==> src/seq_pkg.sv <==
// Shared constants, types and helpers for the home search and jog sequencer.
package seq_pkg;

  // ---------------------------------------------------------------
  // Register map (byte addresses, one 32-bit word each)
  // ---------------------------------------------------------------
  localparam logic [4:0] ADDR_CTRL = 5'h00;
  localparam logic [4:0] ADDR_JOG_HI = 5'h04;
  localparam logic [4:0] ADDR_JOG_LO = 5'h08;
  localparam logic [4:0] ADDR_MAX_ACC = 5'h0c;
  localparam logic [4:0] ADDR_HOME_VEL = 5'h10;
  localparam logic [4:0] ADDR_STATUS = 5'h14;
  localparam logic [4:0] ADDR_POSITION = 5'h18;

  // ---------------------------------------------------------------
  // Field positions
  // ---------------------------------------------------------------
  localparam int CTRL_START_BIT = 0;
  localparam int CTRL_ABORT_BIT = 1;
  localparam int CTRL_JOG_HI_BIT = 2;
  localparam int STAT_BUSY_BIT = 0;
  localparam int STAT_HOMED_BIT = 1;
  localparam int STAT_ORIGIN_BIT = 2;
  localparam int STAT_MOVING_BIT = 3;
  localparam int STAT_STATE_LSB = 4;

  // ---------------------------------------------------------------
  // Reset values and scaling
  // ---------------------------------------------------------------
  localparam logic [31:0] JOG_HI_RST = 32'h0000_1000;
  localparam logic [31:0] JOG_LO_RST = 32'h0000_0100;
  localparam logic [31:0] MAX_ACC_RST = 32'h0000_0800;
  localparam logic [31:0] HOME_VEL_RST = 32'h0000_0400;
  localparam logic [31:0] SLOW_DIVISOR = 32'h0000_000a;
  localparam logic [31:0] POS_RST = 32'h0000_0000;

  typedef enum logic [3:0] {
    IDLE, SEG_A, STOP_A, SEG_B, STOP_B, SEG_C, STOP_C, SEG_D, SEG_E
  } home_state_e;

  // Merges write data into a register under the Avalon byte enables.
  function automatic logic [31:0] apply_be(input logic [31:0] old,
                                           input logic [31:0] wdata,
                                           input logic [3:0] be);
    logic [31:0] res;
    res = old;
    for (int i = 0; i < 4; i++) begin
      if (be[i]) begin
        res[i*8 +: 8] = wdata[i*8 +: 8];
      end
    end
    return res;
  endfunction

endpackage

==> src/axis_if.sv <==
// Interface joining the input synchroniser, quadrature counter and sequencer.
`timescale 1ns/1ns
`default_nettype none
interface axis_if;
  logic enc_a;
  logic enc_b;
  logic index_rise;
  logic origin_lvl;
  logic origin_rise;
  logic origin_fall;
  logic [3:0] btn;
  logic pos_zero;
  logic [31:0] position;

  modport sync_mp (output enc_a, enc_b, index_rise, origin_lvl,
                   output origin_rise, origin_fall, btn);
  modport dec_mp (input enc_a, enc_b, pos_zero, output position);
  modport core_mp (input index_rise, origin_lvl, origin_rise, origin_fall,
                   input btn, position, output pos_zero);
endinterface
`default_nettype wire

==> src/input_sync.sv <==
// Two-flop synchroniser for all axis pins; edge detection for index and origin only.
`timescale 1ns/1ns
`default_nettype none
module input_sync (
  // Clock and reset
  input wire logic sys_clk,
  input wire logic nrst,
  // Raw pins
  input wire logic enc_a,
  input wire logic enc_b,
  input wire logic enc_index,
  input wire logic origin_sw,
  input wire logic [3:0] btn,
  // Synchronised side
  axis_if.sync_mp ax
);
  logic [7:0] meta_q;
  logic [7:0] sync_q;
  logic [1:0] last_q;
  logic [2:0] arm_q;

  // The first stage feeds only the second; edges use stages two and three.
  // Edges are held off until stage three holds a real pin sample, so a
  // switch that already stands high at reset gives no false edge.
  always_ff @(posedge sys_clk or negedge nrst) begin
    if (!nrst) begin
      meta_q <= 8'h00;
      sync_q <= 8'h00;
      last_q <= 2'h0;
      arm_q <= 3'h0;
    end else begin
      meta_q <= {btn, origin_sw, enc_index, enc_b, enc_a};
      sync_q <= meta_q;
      last_q <= sync_q[3:2];
      arm_q <= {arm_q[1:0], 1'b1};
    end
  end

  // Each origin transition and each index rise yields exactly one pulse of one cycle.
  assign ax.enc_a = sync_q[0];
  assign ax.enc_b = sync_q[1];
  assign ax.index_rise = sync_q[2] & ~last_q[0] & arm_q[2];
  assign ax.origin_lvl = sync_q[3];
  assign ax.origin_rise = sync_q[3] & ~last_q[1] & arm_q[2];
  assign ax.origin_fall = ~sync_q[3] & last_q[1] & arm_q[2];
  assign ax.btn = sync_q[7:4];
endmodule
`default_nettype wire

==> src/quad_counter.sv <==
// Four-edge quadrature decoder driving the axis position counter.
`timescale 1ns/1ns
`default_nettype none
module quad_counter
  import seq_pkg::*;
(
  // Clock and reset
  input wire logic sys_clk,
  input wire logic nrst,
  // Encoder channels and counter
  axis_if.dec_mp ax
);
  logic pa_q;
  logic pb_q;
  logic [31:0] pos_q;
  logic step;
  logic up;

  // Exactly one channel changed; a double change is ignored.
  assign step = (ax.enc_a ^ pa_q) ^ (ax.enc_b ^ pb_q);
  assign up = ax.enc_a ^ pb_q;

  always_ff @(posedge sys_clk or negedge nrst) begin
    if (!nrst) begin
      pa_q <= 1'b0;
      pb_q <= 1'b0;
    end else begin
      pa_q <= ax.enc_a;
      pb_q <= ax.enc_b;
    end
  end

  // Every edge of either channel counts, four per cycle.
  // Power-on clears the count; a home reference clears it again.
  always_ff @(posedge sys_clk or negedge nrst) begin
    if (!nrst) begin
      pos_q <= POS_RST;
    end else if (ax.pos_zero) begin
      pos_q <= POS_RST;
    end else if (step) begin
      pos_q <= up ? pos_q + 32'h1 : pos_q - 32'h1;
    end
  end

  assign ax.position = pos_q;
endmodule
`default_nettype wire

==> src/home_jog_seq.sv <==
// Top of the axis sequencer: registers, jog control and home search.
`timescale 1ns/1ns
`default_nettype none
module home_jog_seq
  import seq_pkg::*;
(
  // Clock and reset
  input wire logic sys_clk,
  input wire logic nrst,
  // Avalon-MM register slave
  input wire logic [4:0] address,
  input wire logic read,
  input wire logic write,
  input wire logic [31:0] writedata,
  input wire logic [3:0] byteenable,
  output logic [31:0] readdata,
  output logic waitrequest,
  // Encoder, origin switch and jog pins
  input wire logic enc_a,
  input wire logic enc_b,
  input wire logic enc_index,
  input wire logic origin_sw,
  input wire logic jog_pos_btn,
  input wire logic jog_neg_btn,
  input wire logic digital_io_port_jog_pos,
  input wire logic digital_io_port_jog_neg,
  // Trajectory generator side
  input wire logic motion_stopped,
  output logic move_en,
  output logic move_dir,
  output logic [31:0] vel_cmd,
  output logic [31:0] accel_cmd,
  output logic display_suppress
);
  import seq_pkg::*;

  axis_if ax ();

  logic ack_q;
  logic [31:0] rdata_q;
  logic [31:0] jog_hi_q;
  logic [31:0] jog_lo_q;
  logic [31:0] max_acc_q;
  logic [31:0] home_vel_q;
  logic jog_hi_sel_q;
  logic start_q;
  logic abort_q;
  logic homed_q;
  home_state_e state_q;
  logic move_en_q;
  logic move_dir_q;
  logic [31:0] vel_q;
  logic disp_q;
  logic move_en_d;
  logic move_dir_d;
  logic [31:0] vel_d;
  logic wr_take;
  logic zero_pulse;
  logic stop_seen;
  logic fp_pos;
  logic fp_neg;
  logic io_pos;
  logic io_neg;

  // ---------------------------------------------------------------
  // Input synchroniser and position counter
  // ---------------------------------------------------------------
  input_sync u_sync (
    .sys_clk(sys_clk),
    .nrst(nrst),
    .enc_a(enc_a),
    .enc_b(enc_b),
    .enc_index(enc_index),
    .origin_sw(origin_sw),
    .btn({digital_io_port_jog_neg, digital_io_port_jog_pos, jog_neg_btn,
          jog_pos_btn}),
    .ax(ax.sync_mp)
  );

  quad_counter u_quad (
    .sys_clk(sys_clk),
    .nrst(nrst),
    .ax(ax.dec_mp)
  );

  assign fp_pos = ax.btn[0];
  assign fp_neg = ax.btn[1];
  assign io_pos = ax.btn[2];
  assign io_neg = ax.btn[3];

  // ---------------------------------------------------------------
  // Avalon slave: one wait cycle, then the access completes
  // ---------------------------------------------------------------

  // Holding waitrequest for one cycle gives read data a flop to settle in.
  assign waitrequest = (read | write) & ~ack_q;
  assign wr_take = write & ack_q;
  assign readdata = rdata_q;

  always_ff @(posedge sys_clk or negedge nrst) begin
    if (!nrst) begin
      ack_q <= 1'b0;
    end else begin
      ack_q <= (read | write) & ~ack_q;
    end
  end

  // Read data is captured during the wait cycle; unmapped reads give zero.
  always_ff @(posedge sys_clk or negedge nrst) begin
    if (!nrst) begin
      rdata_q <= 32'h0000_0000;
    end else if (read && !ack_q) begin
      unique case (address)
        ADDR_CTRL: rdata_q <= 32'(jog_hi_sel_q) << CTRL_JOG_HI_BIT;
        ADDR_JOG_HI: rdata_q <= jog_hi_q;
        ADDR_JOG_LO: rdata_q <= jog_lo_q;
        ADDR_MAX_ACC: rdata_q <= max_acc_q;
        ADDR_HOME_VEL: rdata_q <= home_vel_q;
        ADDR_STATUS: rdata_q <= (32'(state_q) << STAT_STATE_LSB)
          | (32'(move_en_q) << STAT_MOVING_BIT)
          | (32'(ax.origin_lvl) << STAT_ORIGIN_BIT)
          | (32'(homed_q) << STAT_HOMED_BIT)
          | (32'(state_q != IDLE) << STAT_BUSY_BIT);
        ADDR_POSITION: rdata_q <= ax.position;
        default: rdata_q <= 32'h0000_0000;
      endcase
    end
  end

  // Speed settings held in software registers.
  always_ff @(posedge sys_clk or negedge nrst) begin
    if (!nrst) begin
      jog_hi_q <= JOG_HI_RST;
      jog_lo_q <= JOG_LO_RST;
      max_acc_q <= MAX_ACC_RST;
      home_vel_q <= HOME_VEL_RST;
      jog_hi_sel_q <= 1'b0;
    end else if (wr_take) begin
      unique case (address)
        ADDR_JOG_HI: jog_hi_q <= apply_be(jog_hi_q, writedata, byteenable);
        ADDR_JOG_LO: jog_lo_q <= apply_be(jog_lo_q, writedata, byteenable);
        ADDR_MAX_ACC: max_acc_q <= apply_be(max_acc_q, writedata, byteenable);
        ADDR_HOME_VEL: home_vel_q <= apply_be(home_vel_q, writedata,
                                              byteenable);
        ADDR_CTRL: begin
          if (byteenable[0]) begin
            jog_hi_sel_q <= writedata[CTRL_JOG_HI_BIT];
          end
        end
        default: ;
      endcase
    end
  end

  // Start and abort are one-cycle command pulses from the control word.
  always_ff @(posedge sys_clk or negedge nrst) begin
    if (!nrst) begin
      start_q <= 1'b0;
      abort_q <= 1'b0;
    end else begin
      start_q <= wr_take && address == ADDR_CTRL && byteenable[0]
                 && writedata[CTRL_START_BIT];
      abort_q <= wr_take && address == ADDR_CTRL && byteenable[0]
                 && writedata[CTRL_ABORT_BIT];
    end
  end

  // ---------------------------------------------------------------
  // Home search sequencer
  // ---------------------------------------------------------------

  // The drive must have been released before a stop report is trusted,
  // so a stale stopped flag from the previous segment is not taken.
  assign stop_seen = !move_en_q && motion_stopped;
  assign zero_pulse = state_q == SEG_E && ax.index_rise && !abort_q;
  assign ax.pos_zero = zero_pulse;

  // A new start while busy is ignored; only abort breaks in.
  always_ff @(posedge sys_clk or negedge nrst) begin
    if (!nrst) begin
      state_q <= IDLE;
    end else if (abort_q) begin
      state_q <= IDLE;
    end else begin
      unique case (state_q)
        IDLE: begin
          if (start_q) begin
            // Origin high means the far side; travel down first.
            state_q <= ax.origin_lvl ? SEG_A : SEG_B;
          end
        end
        SEG_A: if (ax.origin_fall) state_q <= STOP_A;
        STOP_A: if (stop_seen) state_q <= SEG_B;
        SEG_B: if (ax.origin_rise) state_q <= STOP_B;
        STOP_B: if (stop_seen) state_q <= SEG_C;
        SEG_C: if (ax.origin_fall) state_q <= STOP_C;
        STOP_C: if (stop_seen) state_q <= SEG_D;
        // The switch edge hands straight over to the index search.
        SEG_D: if (ax.origin_rise) state_q <= SEG_E;
        // The first index after the switch edge ends the search.
        SEG_E: if (ax.index_rise) state_q <= IDLE;
      endcase
    end
  end

  // Homed flag: set by the reference, cleared when a new search starts.
  always_ff @(posedge sys_clk or negedge nrst) begin
    if (!nrst) begin
      homed_q <= 1'b0;
    end else if (zero_pulse) begin
      homed_q <= 1'b1;
    end else if (start_q && state_q == IDLE) begin
      homed_q <= 1'b0;
    end
  end

  // ---------------------------------------------------------------
  // Motion command to the trajectory generator
  // ---------------------------------------------------------------

  // Segment speeds derive from the home speed; jog only when idle.
  always_comb begin
    move_en_d = 1'b0;
    move_dir_d = 1'b1;
    vel_d = 32'h0000_0000;
    unique case (state_q)
      SEG_A: begin
        move_en_d = 1'b1;
        move_dir_d = 1'b0;
        vel_d = home_vel_q;
      end
      SEG_B: begin
        move_en_d = 1'b1;
        vel_d = home_vel_q;
      end
      SEG_C: begin
        move_en_d = 1'b1;
        move_dir_d = 1'b0;
        vel_d = home_vel_q >> 1;
      end
      // Both slow segments run upward, so the index search is positive.
      SEG_D, SEG_E: begin
        move_en_d = 1'b1;
        move_dir_d = 1'b1;
        vel_d = home_vel_q / SLOW_DIVISOR;
      end
      IDLE: begin
        // Front panel picks high or low; pressing both panel directions falls through to the I/O port.
        if (fp_pos ^ fp_neg) begin
          move_en_d = 1'b1;
          move_dir_d = fp_pos;
          vel_d = jog_hi_sel_q ? jog_hi_q : jog_lo_q;
        end else if (io_pos ^ io_neg) begin
          move_en_d = 1'b1;
          move_dir_d = io_pos;
          vel_d = jog_lo_q;
        end
      end
      default: ;
    endcase
  end

  // Outputs are registered; release shows one cycle after the sync.
  always_ff @(posedge sys_clk or negedge nrst) begin
    if (!nrst) begin
      move_en_q <= 1'b0;
      move_dir_q <= 1'b1;
      vel_q <= 32'h0000_0000;
      disp_q <= 1'b0;
    end else begin
      move_en_q <= move_en_d && !abort_q;
      move_dir_q <= move_dir_d;
      vel_q <= vel_d;
      disp_q <= state_q == SEG_E;
    end
  end

  assign move_en = move_en_q;
  assign move_dir = move_dir_q;
  assign vel_cmd = vel_q;
  assign accel_cmd = max_acc_q;
  assign display_suppress = disp_q;
endmodule
`default_nettype wire

==> config.mk <==
export PLATFORM = sky130hd
export DESIGN_NAME = home_jog_seq
export DESIGN_NICKNAME = d
export VERILOG_FILES = /design/src/seq_pkg.sv /design/src/axis_if.sv /design/src/input_sync.sv /design/src/quad_counter.sv /design/src/home_jog_seq.sv
export SDC_FILE = /design/constraint.sdc
export NUM_CORES = 1
export LEC_CHECK = 0
export ABC_AREA = 1
export ABC_CLOCK_PERIOD_IN_PS = 9800
export BUFFER_PORTS_ARGS = -buffer_cell sky130_fd_sc_hd__buf_2
export CORE_ASPECT_RATIO = 0.5
export CORE_MARGIN = 2
export CORE_UTILIZATION = 57
export CTS_CLUSTER_SIZE = 28
export DETAILED_ROUTE_END_ITERATION = 10
export GPL_TIMING_DRIVEN = 0
export PLACE_DENSITY = 0.78
export SLEW_MARGIN = 15
export SYNTH_ARGS = -nofsm -noshare
export SYNTH_HDL_FRONTEND = slang
export SYNTH_SLANG_ARGS = --single-unit
==> constraint.sdc <==
create_clock -name sys_clk -period 9.8 [get_ports sys_clk]
set_input_delay 0.98 -clock sys_clk [delete_from_list [all_inputs] [get_ports sys_clk]]
set_output_delay 0.98 -clock sys_clk [all_outputs]
set_load 0.1 [all_outputs]
# Word-level counts from Yosys, hierarchy flattened
# Index checks and enable logic that the tools add are counted.
op_classes:
  add_sub_neg: 2
  mul: 0
  div: 1
  order_cmp: 0
  n_eq_ne: 23
  n_shift: 0
  n_mux: 28
  bitwise_logic: 23
  reduce_logical: 40
ops:
  columns: ["op", "count"]
  rows:
  - ["$pmux W32 S7", 1]
  - ["$mux W32", 6]
  - ["$pmux W32 S4", 1]
  - ["$reduce_and A3 Y1", 17]
  - ["$mux W4", 10]
  - ["$pmux W4 S9", 1]
  - ["$add A32 B1 Y32 const B", 1]
  - ["$div A32 B4 Y32 const B", 1]
  - ["$sub A32 B1 Y32 const B", 1]
  - ["$ne A3 B3 Y1 const B", 9]
  - ["$eq A4 B3 Y1 const B", 4]
  - ["$eq A5 B5 Y1 const B", 3]
  - ["$eq A5 B4 Y1 const B", 2]
  - ["$logic_and A1 B1 Y1", 10]
  - ["$reduce_and A9 Y1", 1]
  - ["$and A1 B1 Y1", 8]
  - ["$eq A4 B2 Y1 const B", 2]
  - ["$or A8 B1 Y8", 1]
  - ["$or A8 B2 Y8", 1]
  - ["$or A8 B3 Y8", 1]
  - ["$or A8 B4 Y8", 1]
  - ["$mux W1", 6]
  - ["$reduce_or A2 Y1", 3]
  - ["$xor A1 B1 Y1", 6]
  - ["other kinds (13)", 20]
word_totals:
  regBits: 259
  latchBits: 0
  mem_bits_rw: 0
  rom_bits: 0
  output_inout_bits: 100
  wordCells: 151
  mem_count: 0

# Longest topological paths before layout
# Gate-level depths: netlist of run 1.
depth:
  ltp_word: 6
  depth_mapped: 127

# By module
# A second synthesis of run 1 with hierarchy kept.
hier_totals:
  cells_unflattened: 2201
  hier_area_um2: 16174.3
modules_own_cells:
  columns: ["module", "instances", "cells_per_inst", "area_each_um2"]
  rows:
  - ["home_jog_seq", 1, 1573, 11991.5]
  - ["quad_counter", 1, 596, 3601.0]
  - ["input_sync", 1, 32, 581.8]

# Worst setup path before layout of run 1
# Ideal clock, no wire load.
synth_timing:
  path_type: "register to register"
  startpoint: "reg home_vel_q[31]"
  endpoint: "reg vel_q[0] (netlist: vel_cmd[0])"
  setup_time_ns: 0.126
  arrival_ns: 8.656
  required_time_ns: 9.674
  path_slack_ns: 1.019
  stages_incl_launch_ff: 118
  n_path_buf: 0
  path_cell_list: "dfrtp_1 -> nand2_1 -> inv_2 -> nor2_1 -> xor2_1 -> nand2_1 -> nand2_2 -> nand2_4 -> nand2_4 -> nand2_2 -> nand2_2 -> inv_2 -> nand2_2 -> nand2_4 -> nand2_4 -> nand2_2 -> nand2_1 -> nand3_1 -> (+82 left out) -> o21bai_2 -> nand2_1 -> nand2_2 -> nand2_2 -> nand2_2 -> nand2_2 -> nand2_4 -> inv_2 -> nand2_2 -> nand2_2 -> nand2_2 -> nand3_1 -> nand3_1 -> nand2_1 -> nand2_1 -> nand3_1 -> nand2_1 -> nand2_1"
synth_between:
  elab_chain_cells: 2
synth_lines:
  columns: ["element", "line_no", "source"]
  rows:
  - ["start, declared", "home_jog_seq.sv:44", "logic [31:0] home_vel_q;"]
  - ["start signal, assigned", "home_jog_seq.sv:143", "ADDR_HOME_VEL: home_vel_q <= apply_be(home_vel_q, writedata,"]
  - ["$div A32 B4 Y32", "home_jog_seq.sv:245", "vel_d = home_vel_q / SLOW_DIVISOR;"]
  - ["$pmux W32 S4", "home_jog_seq.sv:226", "unique case (state_q)"]
  - ["via vel_d[0]", "home_jog_seq.sv:56", "logic [31:0] vel_d;"]
  - ["end signal, assigned", "home_jog_seq.sv:273", "vel_q <= vel_d;"]
  - ["end, declared", "home_jog_seq.sv:52", "logic [31:0] vel_q;"]
# The timed path passes the listed nets, and every way through them passes these cells.
# A chain may end at the register's enable or synchronous reset.

# Worst setup path after layout of run 1
layout_timing:
  startpoint: "reg home_vel_q[29]"
  endpoint: "reg vel_q[0] (netlist: vel_cmd[0])"
# The elaborated chain is that of the path after synthesis.

==> summary.md, run 1 <==
| Metric | Value |
|---|---|
| Status | `finished with violations` |
| Violated checks | `setup timing` |
| Hold slack | `0.348 ns` |
| Cell area after synthesis | `14800 um^2` |
| Max cap viols | `0` |
| CP peak stage delay | `0.50 ns` |
| Drt pass-1 iters | `8` |
| Filler cell count | `1948` |
| Largest delay share family, worst path | `simple AND/OR/NAND/NOR gates` |
| Slowest cell on crit path | `dfrtp_2` |
| WL/cell | `20.2 um` |
| Rel. slew slack | `26.7%` |
| Cell with the most instances after synthesis | `nand2_1` |
| RePlAce Congestion | `0.986` |
| Worst hold path endpoint | `u_sync.sync_q[5]` |
| Worst-skew pair later-pin latency | `0.55 ns` |
| Worst Path Required | `10.22 ns` |
| # H-tree levels | `1` |
| Buffers plus inverters on the worst setup path | `17` |
| Slew Limit Fails | `0` |
| Diode count | `0` |
| Area Growth Syn to Fin | `25.9%` |
| CTS sink count | `259` |
| Critical path fanouts, max | `6` |
| Setup ws final | `-0.802 ns` |
| Largest net degree at the start of global routing | `101` |
| Asr flop ratio synth | `100%` |
| Worst Reg-to-Reg Cells | `108` |
| Yosys top cell area share | `42.9%` |
| Root Driver | `clkbuf_16` |
| Initial core utilization | `58.4%` |
| Buffers on Ports | `153` |
| RSZ-0062 raised after global routing | `true` |
| Total GRT Usage | `35.4%` |
| Skew final | `0.0116 ns` |
| Clock-pin transition on the worst setup and hold timing paths | `0.07 ns` |
| Worst hold path type | `reg2reg` |
| # hold bufs at CTS | `0` |
| ANT nets after route | `0` |
| Unique cell type count in the Yosys netlist | `46` |
| Synth warnings | `0` |
| HP Start | `u_sync.meta_q[5]` |
| EDFF count, synth | `0` |
| Synth Area per Inst | `7.63 um^2` |
| Critical Path End Type | `flop` |
| Share of cells above drive strength 1 | `27.2%` |
| Full die area | `27400 um^2` |
| Reg2Reg Setup Slack | `-0.80 ns` |
| Number of buffers created by CTS | `24` |
| Layout Utilization | `73.6%` |
| Post-synth top flop | `dfrtp_1` |
| Critical path startpoint category | `flop` |
| Final count of negative-setup-slack endpoints | `4` |
| Reg-to-reg endpoint | `vel_cmd[0]` |
| Synth Instances | `1941` |
| Remaining Overflow, GRT | `0` |
| CP most frequent cell | `nand2_4` |
| Site Rows | `41` |
| Initial antenna violation count | `0` |
| Core area | `25300 um^2` |
| Crit path time final | `10.60 ns` |
| Die Ht | `118 um` |
| Vias/cell | `6.03` |
| CTS tree | `built` |
| Synth area leader | `dfrtp_1` |
| #FFs+latches synth | `259` |
| Layout Nets | `2280` |
| Vias in the first global route | `13500` |
| DRC errors left | `0` |
| Syn Nets | `2027` |
| Detailed Route Iter0 Violations | `2163` |
| WS Path Type | `reg2reg` |
| First-pass GRT wire length | `74900 um` |
| Post-DP HPWL | `34600 um` |
| Worst EP arrival | `11.02 ns` |
| Die Wd | `232 um` |
| I/O pin count | `154` |
| Period utilization | `108%` |
| Synth area leaders | `dfrtp_1, nand2_1, o21ai_0, inv_1, nand3_1` |
| Fmax | `94.3 MHz` |
| Drt total wl | `51500 um` |
| RR Startpoint | `home_vel_q[29]` |
| Slew @ Worst Pin | `1.10 ns` |
| Routed via count | `15400` |
| Sequential cell area fraction in the yosys report | `43.8%` |
| Final hold vios | `0` |
| Worst-case clock buffer depth | `3` |
| Synth cell count leaders | `nand2_1, dfrtp_1, o21ai_0` |
| WHS Path Cells | `0` |
registers in the layout (all words and copies together), names as in the netlist:
register / flops
state_q: 4
move_dir: 1
u_sync.meta_q: 8
ack_q: 1
move_en: 1
vel_cmd: 32
accel_cmd: 32
u_quad.pa_q: 1
jog_lo_q: 32
start_q: 1
home_vel_q: 32
u_quad.pb_q: 1
jog_hi_sel_q: 1
abort_q: 1
u_sync.sync_q: 8
u_quad.ax.position: 32
u_sync.last_q: 2
u_sync.arm_q: 3
jog_hi_q: 32
readdata: 32
display_suppress: 1
homed_q: 1
layer usage:
layer	vias up	track usage [%]	routed length (um)
met5	-	0	0
met4	0	8.77	1840
met2	975	51.7	22100
met3	164	12.0	6890
li1	6956	-	-
met1	7306	50.3	20700
through the flow:
step	instances	TNS [ns]	setup WS, ns	cell area, um^2
after floorplan	1941	0	1.02	14800
after global placement	2438	-0.317	-0.200	16000
after detailed placement	2442	-0.865	-0.426	16100
after CTS	2525	-0.0551	-0.0551	17600
after global routing	2556	-5.46	-1.49	18600
final	2556	-2.36	-0.802	18600
final cells by class:
type / count / area, um^2 / area share [%]
Multi-Input combinational cell: 1379 / 8350 / 44.8
Sequential cell: 259 / 6490 / 34.8
Timing Repair Buffer: 227 / 1390 / 7.44
Inverter: 245 / 962 / 5.16
Clock buffer: 38 / 714 / 3.83
Tap cell: 344 / 430 / 2.31
Buffer: 58 / 219 / 1.17
Clock inverter: 6 / 82.6 / 0.443
kinds of logic after synthesis:
kind of cell | count (synthesis) | synth area share [%]
DFF | 259 | 43.8
and+or+nand+nor | 878 | 26.2
other | 1 | 0.0253
xor gates and xnor gates | 10 | 0.592
AOI/OAI and AO/OA | 439 | 17.5
adders and majority gates | 32 | 2.75
muxes | 19 | 1.45
buffers and inverters | 303 | 7.69
cell usage in the layout (no fill, tap or decap), types with 24 or more instances in the layout:
master / n
nand2_1: 430
dfrtp_1: 251
o21ai_0: 239
inv_1: 191
buf_2: 153
nor2_1: 103
nand3_1: 93
nand2_2: 83
nand2_4: 82
buf_4: 69
clkbuf_1: 62
a21oi_1: 56
nand3_2: 40
inv_2: 34
ha_1: 31
clkbuf_16: 25
o2111ai_1: 24
what timing repair did:
item,in CTS,in global routing
pin swaps,47,89
resized for setup,110,183
buffers inserted,39,31
endpoints found under the setup margin,3,6
worst max path at each step:
stage	start	end	cells past startpoint	slack [ns]
after floorplan	home_vel_q[31]	vel_cmd[0]	117	1.02
after global placement	home_vel_q[29]	vel_cmd[0]	107	-0.20
after detailed placement	home_vel_q[29]	vel_cmd[0]	112	-0.43
after CTS	home_vel_q[30]	vel_cmd[0]	119	-0.06
after global routing	home_vel_q[29]	vel_cmd[0]	108	-1.49
final	home_vel_q[29]	vel_cmd[0]	108	-0.80
Power of run 1 is not shown: default switching activity piles up to over one toggle a cycle in this logic, so the estimate is an artifact.
==> run 2: changes to the inputs <==
Settings changed: CORE_ASPECT_RATIO 0.5 to default.
==> run 2 against run 1 <==
  * The flow still finishes with violations (setup timing)
  * Clock skew is 0.0057 ns higher
  * Final area is 1.4% higher
  * Non-clock buffer count down 2
  * Clock-buffer cell count down 3
  * Sequential cell count unchanged
  * Critical path depth increased by 3
  * Cell count is 0.27% lower
  * First-iteration DRC count down 6.7%
==> summary.md, run 2 (synthesis gave the netlist of run 1 again) <==
| Metric | Value |
|---|---|
| Status | `finished with violations (unchanged)` |
| Violated checks | `setup timing (unchanged)` |
| Final hold vios | `0 (unchanged)` |
| Detailed Route Iter0 Violations | `2019 (was 2163)` |
| Critical Path End Type | `flop (unchanged)` |
| Crit path launch | `home_vel_q[31] (was home_vel_q[29])` |
| Largest net degree at the start of global routing | `94 (was 101)` |
| Routed via count | `15700 (was 15400)` |
| CTS tree | `built (unchanged)` |
| Root Driver | `clkbuf_16 (unchanged)` |
| ANT nets after route | `0 (unchanged)` |
| Slew Limit Fails | `0 (unchanged)` |
| Layout Nets | `2283 (was 2280)` |
| WS Path Type | `reg2reg (unchanged)` |
| Pre-CTS WS | `-0.532 ns (was -0.426 ns)` |
| Area Growth Syn to Fin | `27.6% (was 25.9%)` |
| CP peak stage delay | `0.47 ns (was 0.50 ns)` |
| Slew @ Worst Pin | `1.22 ns (was 1.10 ns)` |
| WL/cell | `20.5 um (was 20.2 um)` |
| Max cap viols | `0 (unchanged)` |
| Fin cells | `2549 (was 2556)` |
| Diode count | `0 (unchanged)` |
| Die Ht | `165 um (was 118 um)` |
| Site Rows | `58 (was 41)` |
| Drt total wl | `52200 um (was 51500 um)` |
| Worst EP arrival | `11.46 ns (was 11.02 ns)` |
| RSZ-0062 raised after global routing | `true (unchanged)` |
| Initial antenna violation count | `0 (unchanged)` |
| Vias in the first global route | `14100 (was 13500)` |
| Vias/cell | `6.17 (was 6.03)` |
| Full die area | `27300 um^2 (was 27400 um^2)` |
| # hold bufs at CTS | `0 (unchanged)` |
| Worst-skew pair later-pin latency | `0.55 ns (about the same)` |
| HP Start | `u_sync.arm_q[1] (was u_sync.meta_q[5])` |
| RePlAce Congestion | `0.953 (was 0.986)` |
| Drt pass-1 iters | `9 (was 8)` |
| RR Startpoint | `home_vel_q[31] (was home_vel_q[29])` |
| Buffers on Ports | `153 (unchanged)` |
| Critical path startpoint category | `flop (unchanged)` |
| DRC errors left | `0 (unchanged)` |
| Number of buffers created by CTS | `29 (was 24)` |
| Crit path time final | `11.06 ns (was 10.60 ns)` |
| I/O pin count | `154 (unchanged)` |
| Worst hold path type | `reg2reg (unchanged)` |
| Clock-pin transition on the worst setup and hold timing paths | `0.06 ns (was 0.07 ns)` |
| # H-tree levels | `1 (unchanged)` |
| Die Wd | `165 um (was 232 um)` |
| Worst-case clock buffer depth | `3 (unchanged)` |
| Commonest non-fill, non-tap cells in the layout | `nand2_1, dfrtp_1, o21ai_0 (unchanged)` |
| Buffers plus inverters on the worst setup path | `18 (was 17)` |
| Initial core utilization | `58.5% (was 58.4%)` |
| Rel. slew slack | `17.7% (was 26.7%)` |
| Critical path fanouts, max | `6 (unchanged)` |
| Share of cells above drive strength 1 | `28.3% (was 27.2%)` |
| Slowest cell on crit path | `dfrtp_2 (unchanged)` |
| Setup ws final | `-1.26 ns (was -0.802 ns)` |
| CTS sink count | `259 (unchanged)` |
| Placed cells | `2428 (was 2442)` |
| Largest delay share family, worst path | `simple AND/OR/NAND/NOR gates (unchanged)` |
| Post-DP HPWL | `33600 um (was 34600 um)` |
| Commonest non-fill, non-tap cell in the layout | `nand2_1 (unchanged)` |
| Fin Setup TNS | `-4.53 ns (was -2.36 ns)` |
| Final count of negative-setup-slack endpoints | `5 (was 4)` |
| Skew final | `0.0173 ns (was 0.0116 ns)` |
| First-pass GRT wire length | `74100 um (was 74900 um)` |
| Total GRT Usage | `34.9% (was 35.4%)` |
| Remaining Overflow, GRT | `0 (unchanged)` |
| Period utilization | `113% (was 108%)` |
| Worst Path Required | `10.21 ns (was 10.22 ns)` |
| Fmax | `90.5 MHz (was 94.3 MHz)` |
| Filler cell count | `1793 (was 1948)` |
| Core area | `25300 um^2 (about the same)` |
| CP most frequent cell | `nand2_4 (unchanged)` |
[run 2: metal layers]
metal | share of wire (%) | track usage, % | up-vias
li1 | - | - | 6968
met1 | 38 | 47.6 | 7482
met2 | 45 | 54.7 | 1020
met3 | 11 | 6.39 | 247
met4 | 5.7 | 14.9 | 0
met5 | 0 | 0 | -
[run 2: stage by stage]
step	area (um^2)	hold WS, ns	utilization (%)
2_1_floorplan	14800	0.331	-
3_3_place_gp	16000	0.333	63.1
3_5_place_dp	16100	0.335	63.5
4_1_cts	17700	0.344	69.9
5_1_grt	18900	0.356	74.6
6_report	18900	0.346	74.6
[run 2: what timing repair did]
action | CTS | global route
pin swaps | 49 | 115
hold endpoints to repair | 0 | 0
resized for setup | 100 | 208
setup buffers | 30 | 38
endpoints found under the setup margin | 3 | 6
[run 2: final timing paths]
path                            cells after the start  slack [ns]               end
worst max-delay path                              111       -1.26        vel_cmd[0]
worst min-delay path                                0        0.35   u_sync.arm_q[2]
worst max register to register                    111       -1.26        vel_cmd[0]
worst min register to register                      0        0.35   u_sync.arm_q[2]
max in group asynchronous                           3        8.07    home_vel_q[21]
min in group asynchronous                           1        0.39  u_sync.meta_q[2]
[run 2: area by class of cell]
class	count	area [um^2]	share of cell area [%]
Inverter	245	960	5.08
Clock inverter	18	201	1.07
Timing Repair Buffer	225	1390	7.36
Clock buffer	35	808	4.28
Buffer	58	219	1.16
Sequential cell	259	6490	34.3
Tap cell	330	413	2.18
Multi-Input combinational cell	1379	8410	44.5
Power of run 2 is left out for the same reason.
